### src/shared/ccs_pkg.sv
package ccs_pkg;

    // sequencer timing: one step t, derived from the system clock
    localparam int CLK_PERIOD_NS = 10;
    localparam int STEP_NS = 25000;
    localparam int SEQ_DIV = 64;
    localparam int STEP_CYC = STEP_NS / CLK_PERIOD_NS;
    localparam int HALF_STEP_CYC = STEP_CYC / 2;
    localparam int FINE_CYC = STEP_CYC / SEQ_DIV;
    localparam logic [10:0] HALF_STEP_LAST = 11'(HALF_STEP_CYC - 1);
    localparam logic [10:0] FINE_LAST = 11'(FINE_CYC - 1);

    // activation milestones, half steps counted from the previous milestone
    localparam logic [3:0] RISE_VCC_HALVES = 4'h5;
    localparam logic [3:0] RISE_IO_HALVES = 4'h4;
    localparam logic [3:0] RISE_CLK_HALVES = 4'h1;
    // deactivation milestones, half steps counted from the previous milestone
    localparam logic [3:0] FALL_CLK_HALVES = 4'h1;
    localparam logic [3:0] FALL_IO_HALVES = 4'h1;
    localparam logic [3:0] FALL_VCC_HALVES = 4'h1;
    localparam logic [3:0] FALL_DCDC_HALVES = 4'h4;
    localparam logic [3:0] HALVES_MAX = 4'hf;

    // last count of the card clock half period, which is one more system clock cycle
    localparam logic [3:0] CARD_CLK_HALF_LAST = 4'h3;

    // register byte addresses
    localparam logic [7:0] PCR_ADDR = 8'h00;
    localparam logic [7:0] HSR_ADDR = 8'h04;

    // power control register fields
    localparam int PCR_START = 0;
    localparam int PCR_VCC_THREE = 1;
    localparam int PCR_RST_LEVEL = 2;
    localparam int PCR_VCC_LOW = 3;
    localparam int PCR_AUX_A = 4;
    localparam int PCR_AUX_B = 5;
    localparam logic [7:0] PCR_RESET = 8'h30;

    // hardware status register fields
    localparam int HSR_OVERTEMP = 0;
    localparam int HSR_PRESENT = 1;
    localparam int HSR_CARD_PRESENT_IN_CHANGE = 2;
    localparam int HSR_SUPPLY_LOW = 4;
    localparam int HSR_OVERCURRENT = 5;
    localparam logic SUPPLY_LOW_RESET = 1'b1;

    // card supply level codes
    localparam logic [1:0] VCC_LEVEL_5V = 2'h0;
    localparam logic [1:0] VCC_LEVEL_3V = 2'h1;
    localparam logic [1:0] VCC_LEVEL_1V8 = 2'h2;

    typedef enum logic [3:0] {
        CCS_IDLE = 4'h0,
        CCS_CONV_ON = 4'h1,
        CCS_VCC_ON = 4'h2,
        CCS_IO_UP = 4'h3,
        CCS_ACTIVE = 4'h4,
        CCS_DEACT_WAIT = 4'h5,
        CCS_RST_LOW = 4'h6,
        CCS_CLK_LOW = 4'h7,
        CCS_IO_LOW = 4'h8,
        CCS_VCC_LOW = 4'h9
    } ccs_state_t;

endpackage

### src/rtl/ccs_step_timer.sv
`timescale 1ns/1ps
module ccs_step_timer
    import ccs_pkg::*;
(
    input wire logic sys_clk, // system clock
    input wire logic rst, // async reset, active high
    input wire logic restart, // restart timing from zero
    output logic [3:0] half_count, // half steps since restart, saturating
    output logic fine_done // one sixty-fourth step elapsed since restart
);

    logic [10:0] cyc;

    // divides the system clock into half steps of the sequencer
    always_ff @(posedge sys_clk or posedge rst) begin
        if (rst) begin
            cyc <= 11'h000;
            half_count <= 4'h0;
        end else if (restart) begin
            cyc <= 11'h000;
            half_count <= 4'h0;
        end else if (cyc == HALF_STEP_LAST) begin
            cyc <= 11'h000;
            if (half_count != HALVES_MAX) begin
                half_count <= half_count + 4'h1;
            end
        end else begin
            cyc <= cyc + 11'h001;
        end
    end

    // marks the first fine tick after a restart
    always_ff @(posedge sys_clk or posedge rst) begin
        if (rst) begin
            fine_done <= 1'b0;
        end else if (restart) begin
            fine_done <= 1'b0;
        end else if (cyc == FINE_LAST) begin
            fine_done <= 1'b1;
        end
    end

endmodule // ccs_step_timer

### src/rtl/ccs_top.sv
`timescale 1ns/1ps
module ccs_top
    import ccs_pkg::*;
(
    input wire logic sys_clk, // system clock, 100 MHz
    input wire logic rst, // async reset, active high
    input wire logic wb_cyc_i, // wishbone cycle
    input wire logic wb_stb_i, // wishbone strobe
    input wire logic wb_we_i, // wishbone write enable
    input wire logic [7:0] wb_adr_i, // wishbone byte address
    input wire logic [31:0] wb_dat_i, // wishbone write data
    input wire logic [3:0] wb_sel_i, // wishbone byte selects
    output logic [31:0] wb_dat_o, // wishbone read data
    output logic wb_ack_o, // wishbone acknowledge
    input wire logic card_present_in, // card presence, high when inserted
    input wire logic vcc_overcurrent_in, // supply current at limit
    input wire logic rst_overcurrent_in, // reset contact current at limit
    input wire logic overtemp_in, // die temperature too high
    input wire logic supply_alarm_in, // supervisor alarm pulse
    input wire logic reset_pin_in, // external reset pin, active high
    input wire logic uart_int_req, // card uart wants the interrupt line
    input wire logic etu_int_req, // etu counters want the interrupt line
    input wire logic aux_contact_a_i, // aux contact a pin level
    input wire logic aux_contact_b_i, // aux contact b pin level
    output logic aux_contact_a_o, // aux contact a drive value
    output logic aux_contact_a_oe, // aux contact a drive enable
    output logic aux_contact_b_o, // aux contact b drive value
    output logic aux_contact_b_oe, // aux contact b drive enable
    output logic dcdc_en, // dc-to-dc converter running
    output logic vcc_en, // card supply raised
    output logic [1:0] vcc_level, // selected supply level
    output logic card_clk, // clock to the card
    output logic card_rst, // reset contact level
    output logic io_pullup_en, // pull-ups on i/o and aux contacts
    output logic io_ground, // i/o contact driven to 0 v
    output logic card_ground, // all contacts low-impedance to ground
    output logic chip_reset_req, // pulse asking for a full chip reset
    output logic card_event_n // card event interrupt, active low
);

    ccs_state_t state;
    ccs_state_t next_state;
    logic [3:0] half_count;
    logic fine_done;
    logic timer_restart;

    logic start_bit;
    logic vcc_three_select;
    logic card_reset_level_bit;
    logic vcc_low_select;
    logic aux_a_bit;
    logic aux_b_bit;

    logic presence_change_flag;
    logic overcurrent_flag;
    logic overtemp_flag;
    logic supply_low_flag;
    logic present_prev;
    logic hist_valid;
    logic alarm_prev;
    logic drop_prev;
    logic drop_pending;

    logic next_vcc;
    logic next_pull;
    logic next_clk_run;
    logic next_rst_en;
    logic clk_run;
    logic rst_en;
    logic [3:0] clk_div;

    logic bus_req;
    logic bus_take;
    logic pcr_write;
    logic hsr_read;
    logic emergency;
    logic abort;
    logic start_allowed;
    logic [7:0] pcr_view;
    logic [7:0] hsr_view;

    // address decode shared by read and write paths
    function automatic logic addr_is(input logic [7:0] adr, input logic [7:0] target);
        addr_is = (adr == target);
    endfunction

    // wishbone request taken once, in the cycle before ack rises
    assign bus_req = wb_cyc_i & wb_stb_i;
    assign bus_take = bus_req & ~wb_ack_o;
    assign pcr_write = bus_take & wb_we_i & wb_sel_i[0] & addr_is(wb_adr_i, PCR_ADDR);
    assign hsr_read = bus_take & ~wb_we_i & addr_is(wb_adr_i, HSR_ADDR);

    // emergency sources and activation permission
    assign emergency = ~card_present_in | vcc_overcurrent_in | rst_overcurrent_in
        | overtemp_in | supply_alarm_in | reset_pin_in;
    assign start_allowed = card_present_in & ~supply_alarm_in;
    assign abort = ~start_bit | emergency;

    // register images as software sees them
    assign pcr_view = {2'b00, aux_contact_b_i, aux_contact_a_i, vcc_low_select,
        card_reset_level_bit, vcc_three_select, start_bit};
    assign hsr_view = {2'b00, overcurrent_flag, supply_low_flag, 1'b0,
        presence_change_flag, card_present_in, overtemp_flag};

    // half-step timebase, restarted at every state change
    assign timer_restart = (next_state != state);

    ccs_step_timer u_timer (
        .sys_clk(sys_clk),
        .rst(rst),
        .restart(timer_restart),
        .half_count(half_count),
        .fine_done(fine_done)
    );

    // sequencer next state
    always_comb begin
        next_state = state;
        case (state)
            CCS_IDLE: begin
                if (start_bit && !emergency) begin
                    next_state = CCS_CONV_ON;
                end
            end
            CCS_CONV_ON: begin
                if (abort) begin
                    next_state = CCS_DEACT_WAIT;
                end else if (half_count >= RISE_VCC_HALVES) begin
                    next_state = CCS_VCC_ON;
                end
            end
            CCS_VCC_ON: begin
                if (abort) begin
                    next_state = CCS_DEACT_WAIT;
                end else if (half_count >= RISE_IO_HALVES) begin
                    next_state = CCS_IO_UP;
                end
            end
            CCS_IO_UP: begin
                if (abort) begin
                    next_state = CCS_DEACT_WAIT;
                end else if (half_count >= RISE_CLK_HALVES) begin
                    next_state = CCS_ACTIVE;
                end
            end
            CCS_ACTIVE: begin
                if (abort) begin
                    next_state = CCS_DEACT_WAIT;
                end
            end
            CCS_DEACT_WAIT: begin
                if (fine_done) begin
                    next_state = CCS_RST_LOW;
                end
            end
            CCS_RST_LOW: begin
                if (half_count >= FALL_CLK_HALVES) begin
                    next_state = CCS_CLK_LOW;
                end
            end
            CCS_CLK_LOW: begin
                if (half_count >= FALL_IO_HALVES) begin
                    next_state = CCS_IO_LOW;
                end
            end
            CCS_IO_LOW: begin
                if (half_count >= FALL_VCC_HALVES) begin
                    next_state = CCS_VCC_LOW;
                end
            end
            CCS_VCC_LOW: begin
                if (half_count >= FALL_DCDC_HALVES) begin
                    next_state = CCS_IDLE;
                end
            end
            default: begin
                next_state = CCS_IDLE;
            end
        endcase
    end

    // sequencer state register
    always_ff @(posedge sys_clk or posedge rst) begin
        if (rst) begin
            state <= CCS_IDLE;
        end else begin
            state <= next_state;
        end
    end

    // contact controls: set at activation milestones, cleared at deactivation ones
    always_comb begin
        next_vcc = vcc_en;
        next_pull = io_pullup_en;
        next_clk_run = clk_run;
        next_rst_en = rst_en;
        if (next_state == CCS_IDLE) begin
            next_vcc = 1'b0;
            next_pull = 1'b0;
            next_clk_run = 1'b0;
            next_rst_en = 1'b0;
        end else if (next_state != state) begin
            case (next_state)
                CCS_VCC_ON: next_vcc = 1'b1;
                CCS_IO_UP: next_pull = 1'b1;
                CCS_ACTIVE: begin
                    next_clk_run = 1'b1;
                    next_rst_en = 1'b1;
                end
                CCS_RST_LOW: next_rst_en = 1'b0;
                CCS_CLK_LOW: next_clk_run = 1'b0;
                CCS_IO_LOW: next_pull = 1'b0;
                CCS_VCC_LOW: next_vcc = 1'b0;
                default: next_vcc = vcc_en;
            endcase
        end
    end

    // registered contact outputs
    always_ff @(posedge sys_clk or posedge rst) begin
        if (rst) begin
            dcdc_en <= 1'b0;
            vcc_en <= 1'b0;
            io_pullup_en <= 1'b0;
            io_ground <= 1'b1;
            card_ground <= 1'b1;
            clk_run <= 1'b0;
            rst_en <= 1'b0;
            card_rst <= 1'b0;
        end else begin
            dcdc_en <= (next_state != CCS_IDLE);
            vcc_en <= next_vcc;
            io_pullup_en <= next_pull;
            io_ground <= ~next_pull;
            card_ground <= (next_state == CCS_IDLE);
            clk_run <= next_clk_run;
            rst_en <= next_rst_en;
            card_rst <= next_rst_en & card_reset_level_bit;
        end
    end

    // aux contacts: pulled up while active, pulled low by a zero bit, else grounded
    always_ff @(posedge sys_clk or posedge rst) begin
        if (rst) begin
            aux_contact_a_o <= 1'b0;
            aux_contact_b_o <= 1'b0;
            aux_contact_a_oe <= 1'b1;
            aux_contact_b_oe <= 1'b1;
        end else begin
            aux_contact_a_o <= 1'b0;
            aux_contact_b_o <= 1'b0;
            aux_contact_a_oe <= ~(next_pull & aux_a_bit);
            aux_contact_b_oe <= ~(next_pull & aux_b_bit);
        end
    end

    // card clock divider, forced low when stopped
    always_ff @(posedge sys_clk or posedge rst) begin
        if (rst) begin
            clk_div <= 4'h0;
            card_clk <= 1'b0;
        end else if (!next_clk_run) begin
            clk_div <= 4'h0;
            card_clk <= 1'b0;
        end else if (clk_div == CARD_CLK_HALF_LAST) begin
            clk_div <= 4'h0;
            card_clk <= ~card_clk;
        end else begin
            clk_div <= clk_div + 4'h1;
        end
    end

    // supply level selection, the 1.8 v bit takes precedence
    always_ff @(posedge sys_clk or posedge rst) begin
        if (rst) begin
            vcc_level <= VCC_LEVEL_5V;
        end else if (vcc_low_select) begin
            vcc_level <= VCC_LEVEL_1V8;
        end else if (vcc_three_select) begin
            vcc_level <= VCC_LEVEL_3V;
        end else begin
            vcc_level <= VCC_LEVEL_5V;
        end
    end

    // start bit: gated on write, cleared by any emergency
    always_ff @(posedge sys_clk or posedge rst) begin
        if (rst) begin
            start_bit <= PCR_RESET[PCR_START];
        end else if (emergency) begin
            start_bit <= 1'b0;
        end else if (pcr_write) begin
            if (!wb_dat_i[PCR_START]) begin
                start_bit <= 1'b0;
            end else if (start_allowed) begin
                start_bit <= 1'b1;
            end
        end
    end

    // remaining power control bits
    always_ff @(posedge sys_clk or posedge rst) begin
        if (rst) begin
            vcc_three_select <= PCR_RESET[PCR_VCC_THREE];
            card_reset_level_bit <= PCR_RESET[PCR_RST_LEVEL];
            vcc_low_select <= PCR_RESET[PCR_VCC_LOW];
            aux_a_bit <= PCR_RESET[PCR_AUX_A];
            aux_b_bit <= PCR_RESET[PCR_AUX_B];
        end else if (pcr_write) begin
            vcc_three_select <= wb_dat_i[PCR_VCC_THREE];
            card_reset_level_bit <= wb_dat_i[PCR_RST_LEVEL];
            vcc_low_select <= wb_dat_i[PCR_VCC_LOW];
            aux_a_bit <= wb_dat_i[PCR_AUX_A];
            aux_b_bit <= wb_dat_i[PCR_AUX_B];
        end
    end

    // edge history of presence, alarm and drop-out sources
    always_ff @(posedge sys_clk or posedge rst) begin
        if (rst) begin
            present_prev <= 1'b0;
            alarm_prev <= 1'b0;
            drop_prev <= 1'b0;
            hist_valid <= 1'b0;
        end else begin
            hist_valid <= 1'b1; // no presence edge in the first cycle after reset
            present_prev <= card_present_in;
            alarm_prev <= supply_alarm_in;
            drop_prev <= supply_alarm_in | reset_pin_in;
        end
    end

    // sticky status flags, a new event beats the clearing read
    always_ff @(posedge sys_clk or posedge rst) begin
        if (rst) begin
            presence_change_flag <= 1'b0;
            overcurrent_flag <= 1'b0;
            overtemp_flag <= 1'b0;
        end else begin
            if (hist_valid && (card_present_in != present_prev)) begin
                presence_change_flag <= 1'b1;
            end else if (hsr_read) begin
                presence_change_flag <= 1'b0;
            end
            if (vcc_overcurrent_in | rst_overcurrent_in) begin
                overcurrent_flag <= 1'b1;
            end else if (hsr_read) begin
                overcurrent_flag <= 1'b0;
            end
            if (overtemp_in) begin
                overtemp_flag <= 1'b1;
            end else if (hsr_read) begin
                overtemp_flag <= 1'b0;
            end
        end
    end

    // supply-low flag: set after reset and on recovery, read clears outside alarm
    always_ff @(posedge sys_clk or posedge rst) begin
        if (rst) begin
            supply_low_flag <= SUPPLY_LOW_RESET;
        end else if (alarm_prev & ~supply_alarm_in) begin
            supply_low_flag <= 1'b1;
        end else if (hsr_read & ~supply_alarm_in) begin
            supply_low_flag <= 1'b0;
        end
    end

    // drop-out or reset pin: chip reset once deactivation has finished
    always_ff @(posedge sys_clk or posedge rst) begin
        if (rst) begin
            drop_pending <= 1'b0;
            chip_reset_req <= 1'b0;
        end else begin
            chip_reset_req <= 1'b0;
            if ((supply_alarm_in | reset_pin_in) & ~drop_prev) begin
                drop_pending <= 1'b1;
            end else if (drop_pending && state == CCS_IDLE) begin
                drop_pending <= 1'b0;
                chip_reset_req <= 1'b1;
            end
        end
    end

    // shared card event line, held low while any source asks
    always_ff @(posedge sys_clk or posedge rst) begin
        if (rst) begin
            card_event_n <= 1'b0;
        end else begin
            card_event_n <= ~(presence_change_flag | overcurrent_flag | overtemp_flag
                | supply_low_flag | uart_int_req | etu_int_req);
        end
    end

    // wishbone slave: one wait state, unmapped reads return zero
    always_ff @(posedge sys_clk or posedge rst) begin
        if (rst) begin
            wb_ack_o <= 1'b0;
            wb_dat_o <= 32'h0000_0000;
        end else begin
            wb_ack_o <= bus_take;
            if (bus_take) begin
                if (wb_we_i) begin
                    wb_dat_o <= 32'h0000_0000;
                end else if (addr_is(wb_adr_i, PCR_ADDR)) begin
                    wb_dat_o <= {24'h00_0000, pcr_view};
                end else if (addr_is(wb_adr_i, HSR_ADDR)) begin
                    wb_dat_o <= {24'h00_0000, hsr_view};
                end else begin
                    wb_dat_o <= 32'h0000_0000;
                end
            end
        end
    end

endmodule // ccs_top

### config.mk
export PLATFORM = sky130hd
export DESIGN_NAME = ccs_top
export DESIGN_NICKNAME = d
export VERILOG_FILES = /design/src/shared/ccs_pkg.sv /design/src/rtl/ccs_step_timer.sv /design/src/rtl/ccs_top.sv
export SDC_FILE = /design/constraint.sdc
export NUM_CORES = 1
export LEC_CHECK = 0
export BUFFER_PORTS_ARGS = -buffer_cell sky130_fd_sc_hd__buf_4
export CORE_UTILIZATION = 45
export CTS_BUF_LIST = sky130_fd_sc_hd__clkbuf_4 sky130_fd_sc_hd__clkbuf_8 sky130_fd_sc_hd__clkbuf_16
export CTS_CLUSTER_SIZE = 12
export DETAILED_ROUTE_END_ITERATION = 8
export PLACE_DENSITY = 0.72
export SYNTH_ARGS = -nofsm -noshare
export SYNTH_HDL_FRONTEND = slang
export SYNTH_SLANG_ARGS = --single-unit
### constraint.sdc
create_clock -name sys_clk -period 7 [get_ports sys_clk]
set_input_delay 1.4 -clock sys_clk [delete_from_list [all_inputs] [get_ports sys_clk]]
set_output_delay 1.4 -clock sys_clk [all_outputs]
set_load 0.03 [all_outputs]
==> reports/qor.yml, run 1 <==
maxSlewViolCount: 0
ir_drop_mv: 0.139
synth_edf_count: 0
timing.rr.start: "u_timer.half_count[0]"
status: "complete, no violations"
core-area_mm2: 0.00694
drtIter0Drc: 196
grt_use_met3_pct: 4.43
use_met1_pct: 23.1
p_per_area_mw_per_mm2: 196
cap_violations: 0
worst-slew-pin-transition_ns: 0.879
cts_tree: "done"
numCtsBuffers: 9
slew_headroom_pct: 40.9
endpoint_kind: "register"
critPathRequiredTime_ns: 7.18
initial_core_util_pct: 47.5
skew_ns: 0.00468
tns_ns: 0
critical_path_cell_count: 7
pre_cts_ws_ns: 3.39
via_per_inst: 5.21
wirelength_um: 6680
critical_path_class: "input pin to register"
dr.pass1.iters: 4
grt_busiest_layer: "met2"
hpwlAfterDp_um: 4850
post-route-drc-count: 0
post_cts_resized: 0
cts_hold_buf: 0
period_share_pct: 46.8
clk_pin_slew_worst_paths_ns: 0.07
cp_num_buf_inv: 1
io_pins: 107
area_growth_pct: 14.9
grt_max_degree: 62
synth_top_family_by_area: "simple AND/OR/NAND/NOR gates"
async_reset_ff_share_pct: 100
cp-start-kind: "input pin"
fmax_mhz: 305
final_antenna_net_count: 0
total_leakage_power_uw: 0.00177
muxShareOfSynthArea_pct: 4.28
layout_commonest_cell: "dfrtp_1"
synthFlopType: "dfrtp_1"
die_h_um: 87.7
synthSimpleGateAreaFrac_pct: 19.9
rows: 30
synth_top_area_cell: "dfrtp_1"
cts.sinks: 61
worst_slack_ns: 3.73
rsz0062_at_grt: "no"
hold_viol_final: 0
ys_ff_latch: 61
grt_pass1_vias: 2364
post-route-util_pct: 54.6
use_met2_pct: 32.8
slowest_delay_ns: 0.61
whs_path_depth: 0
yosys-top-cells-area: "dfrtp_1 (41%), buf_4 (6.4%), dfstp_2 (5.6%)"
instances_no_fill: 480
syn-cell-area_mm2: 0.00330
grt_remaining_overflow: 0
crit_path_top_delay_cell: "o2111ai_2"
grt_pass1_wl_um: 11200
place.port_buffers: 49
clock_path_buffers: 2
ys_seq_area_share_pct: 46.5
synth_compound_area_share_pct: 12.5
worst_r2r_path_depth: 8
insertion_delay_ns: 0.33
critPathLaunch: "vcc_overcurrent_in"
clockRootBuffer: "clkbuf_8"
critPathArrivalTime_ns: 3.45
hp-start: "vcc_low_select"
period_needed_ns: 3.27
layout-drive-gt1-share_pct: 24.5
synth_cells: 332
synth_warnings: 0
power_uw: 742
insertedDiodeCount: 0
yosysUniqueCellTypes: 63
track_usage_pct: 19.0
h-tree-depth: 3
syn_avg_cell_area_um2: 9.95
synth_fa_ha_area_share_pct: 2.65
cts_post_setup_buffers_inserted: 0
place_inst: 465
nNetsFinal: 446
yosysTopAreaCellShare_pct: 40.9
synth_xor_xnor_area_share_pct: 3.45
worst-path-max-fanout: 16
place_congestion: 0.871
antenna_found_initial: 0
hp-class: "register to register"
setup_viol: 0
die-area_mm2: 0.00768
die_w_um: 87.7
route.vias.total: 2503
layout_common_cells: "dfrtp_1 (54), buf_4 (50), conb_1 (29), nand2_1 (26), nor2_1 (21)"
path_cells: "buf_4, nor4_4, nand3_1, mux2_4, and4_1, o2111ai_2, nor3_1"
cp_top_family: "simple AND/OR/NAND/NOR gates"
wl_per_cell_um: 13.9
==> through the flow <==
step                hold slack, ns  instance area [µm²]
detailed placement           0.415                 3620
finish                       0.426                 3790
floorplan                    0.391                 3400
global placement             0.412                 3620
CTS                          0.431                 3790
global route                 0.453                 3790
==> synthesized netlist by cell type (all sizes together), types with 2 or more instances <==
master and n:
a31oi 9, clkbuf 5, o2111ai 2, xor2 9, and2 3, nor2b 6, o31ai 3, ha 7
nand3 7, dfrtp 54, nor3b 4, mux2 6, dfstp 7, nor3 15, nand2 26, inv 17
nand4 4, nor2 21, and3 5, o21ai 16, a21oi 8, or2 3, nor4 7, xnor2 4
nor4b 3, o211ai 2, buf 35, o2bb2ai 2, nand2b 5, conb 2, a311oi 2, o21a 4
mux2i 7, or3 3, or4b 2
==> flip-flops by register name, summed over array words and instances (netlist names), 2 cells and up <==
signal	cells
vcc_level	2
state	4
u_timer.cyc	11
u_timer.half_count	4
wb_dat_o	6
clk_div	4
==> power breakdown <==
part           leakage, µW  internal, µW  total (µW)  switching (µW)
Combinational     0.000912          28.8        92.1            63.3
Sequential        0.000764           361         369            7.82
Clock            0.0000961           153         281             128
Total              0.00177           543         742             199
==> layer usage <==
layer / share of wire (%) / wire length, µm / up-vias
li1: - / - / 1204
met2: 51 / 3380 / 68
met4: 1.7 / 116 / 0
met3: 3.4 / 227 / 13
met5: 0 / 0 / -
met1: 44 / 2960 / 1218
==> worst paths after layout <==
| path | slack [ns] | end |
|---|---|---|
| hold reg to reg | 0.43 | vcc_level[1] |
| hold / removal | 0.43 | vcc_level[1] |
| setup / recovery | 3.73 | u_timer.half_count[2] |
| max in group asynchronous | 5.21 | clk_div[3] |
| setup reg to reg | 4.31 | clk_div[2] |
| min in group asynchronous | 1.29 | u_timer.cyc[3] |
==> logic make-up after synthesis <==
logic type,count (synthesis)
simple gates,118
flops,61
other cells,2
compound gates,61
mux,13
fa+ha+maj,7
buf+inv,57
xor+xnor,13
==> final cells by class <==
cell class / count / area [µm²]
clock buffer: 13 / 166
multi-input combinational: 241 / 1520
tap: 96 / 120
inverter: 17 / 63.8
timing repair buffer: 50 / 375
fill: 620 / 3150
clock inverter: 2 / 10.0
sequential: 61 / 1540
No activity file was read; power rests on OpenSTA's default activity.
==> run 2: changes to the inputs <==
- PLACE_DENSITY: 0.72 -> 0.75
- clock period: 7 -> 2.9 ns (I/O delays scaled with it)
==> reports/qor.yml, run 2 (synthesis results as in run 1) <==
skew_ns: 0.0113  # +0.00657 ns
dr.pass1.iters: 4  # unchanged
h-tree-depth: 3  # unchanged
worst-path-max-fanout: 9  # -7
hpwlAfterDp_um: 4800  # -0.84%
insertedDiodeCount: 0  # unchanged
place_congestion: 0.866  # -0.56%
worst_r2r_path_depth: 8  # unchanged
worst_slack_ns: 0.352  # -3.37 ns
cts.sinks: 61  # unchanged
topRoutingLayerUsed: "met4"
layout-drive-gt1-share_pct: 26.4  # +1.9 points
grt_remaining_overflow: 0  # unchanged
grt_pass1_wl_um: 11300  # +1.1%
antenna_found_initial: 0  # unchanged
wirelength_met1_um: 3170  # +7.2%
fmax_mhz: 392
layout_commonest_cell: "buf_4"
critPathLaunch: "u_timer.half_count[0]"
tns_ns: 0  # unchanged
critPathArrivalTime_ns: 2.79  # -0.66 ns
core-area_mm2: 0.00694  # unchanged
final_antenna_net_count: 0  # unchanged
hold_viol_final: 0  # unchanged
post-route-drc-count: 0  # unchanged
p_per_area_mw_per_mm2: 527  # +170%
die-area_mm2: 0.00768  # unchanged
nNetsFinal: 455  # +2.0%
endpoint_kind: "register"
total_leakage_power_uw: 0.00185  # +4.2%
wl_met2_um: 3070  # -9.1%
status: "complete, no violations"
grt_max_degree: 41  # -34%
clock_path_buffers: 2  # unchanged
critical_path_class: "register to register"
cap_violations: 0  # unchanged
via_per_inst: 5.08  # -2.5%
worst-slew-pin-transition_ns: 0.572  # -0.307 ns
wirelength_um: 6670  # -0.10%
insertion_delay_ns: 0.34  # about the same
maxSlewViolCount: 0  # unchanged
met3_length_um: 305  # +34%
cts_hold_buf: 0  # unchanged
period_needed_ns: 2.55
grt_pass1_vias: 2400  # +1.5%
pre_cts_ws_ns: 0.315  # -3.07 ns
clockRootBuffer: "clkbuf_8"
slew_headroom_pct: 61.5  # +21 points
cts_post_setup_buffers_inserted: 0  # unchanged
rows: 30  # unchanged
timing.rr.start: "u_timer.half_count[0]"
hp-class: "input pin to async pin"
drtIter0Drc: 110  # -44%
largest_register_ffs: 11  # unchanged
die_w_um: 87.7  # unchanged
numCtsBuffers: 9  # unchanged
rsz0062_at_grt: "no"
cp-start-kind: "register"
cts_tree: "done"
largest_register: "u_timer.cyc"
reg_top3: "u_timer.cyc (11), wb_dat_o (6)"
clk_pin_slew_worst_paths_ns: 0.07  # about the same
critPathRequiredTime_ns: 3.14  # -4.04 ns
io_pins: 107  # unchanged
layout_common_cells: "buf_4 (59), dfrtp_1 (54), conb_1 (29), nand2_1 (26), nor2_1 (21)"
track_usage_pct: 19.1  # +0.18 points
initial_core_util_pct: 47.5  # unchanged
route.vias.total: 2491  # -0.48%
ir_drop_mv: 0.331  # +140%
period_share_pct: 87.9
wl_per_cell_um: 13.6  # -2.1%
area_growth_pct: 19.4
die_h_um: 87.7  # unchanged
setup_viol: 0  # unchanged
place.port_buffers: 49  # unchanged
==> run 2: changes by cell type in the layout (fill, tap and decap cells not counted), sizes merged <==
cell	change
bufinv	+3
clkinvlp	+1
buf	+9
clkinv	-1
clkbuf	-2
==> run 2: final cells by class <==
cell class / count / area, µm²
Clock buffer: 11 / 151
Clock inverter: 5 / 106
Fill cell: 587 / 3000
Inverter: 17 / 63.8
Multi-Input combinational cell: 241 / 1520
Sequential cell: 61 / 1540
Tap cell: 96 / 120
Timing Repair Buffer: 59 / 443
==> run 2: report_power, final <==
part	total (µW)	leakage, µW	switching [µW]	internal [µW]
registers	891	0.000764	19.6	871
clock network	956	0.000126	337	619
logic	232	0.000956	154	78.0
total	2080	0.00185	511	1570
==> run 2: final timing paths <==
path                                          to  slack (ns)
setup / recovery                        card_clk        0.35
hold / removal             u_timer.half_count[0]        0.28
setup reg to reg                        card_clk        0.35
hold reg to reg                     vcc_level[1]        0.43
max in group asynchronous            card_ground        2.16
min in group sys_clk                present_prev        0.40
==> run 2: timing repair <==
item / in CTS / in global routing
setup endpoints to repair: 0 / 5
endpoints found under the hold margin: 0 / 0
resized for setup: 0 / 1
==> run 2: through the flow <==
| stage | utilization (%) | hold WS [ns] | std cells | power [µW] | area (µm²) |
|---|---|---|---|---|---|
| final | 56.8 | 0.282 | 490 | 2080 | 3940 |
| after global routing | 56.8 | 0.311 | 490 | 2160 | 3940 |
| after CTS | 56.8 | 0.277 | 490 | 2100 | 3940 |
| after detailed placement | 53.0 | 0.418 | 474 | 1140 | 3680 |
| after global placement | 53.0 | 0.412 | 474 | 1140 | 3680 |
| after floorplan | - | 0.391 | 359 | 1100 | 3400 |
==> run 2: layer usage <==
metal	global-route usage, %	vias up
li1	-	1222
met1	26.1	1185
met2	29.7	71
met3	4.05	13
met4	8.20	0
met5	0	-
==> run 2: critical path: stages (launching register included) <==
cell and delay, ns:
dfrtp_1 0.42, inv_1 0.11, ha_1 0.19, or4b_4 0.53, a31oi_1 0.25, and3_1 0.40, a31oi_1 0.13, buf_4 0.18
nor4_1 0.25
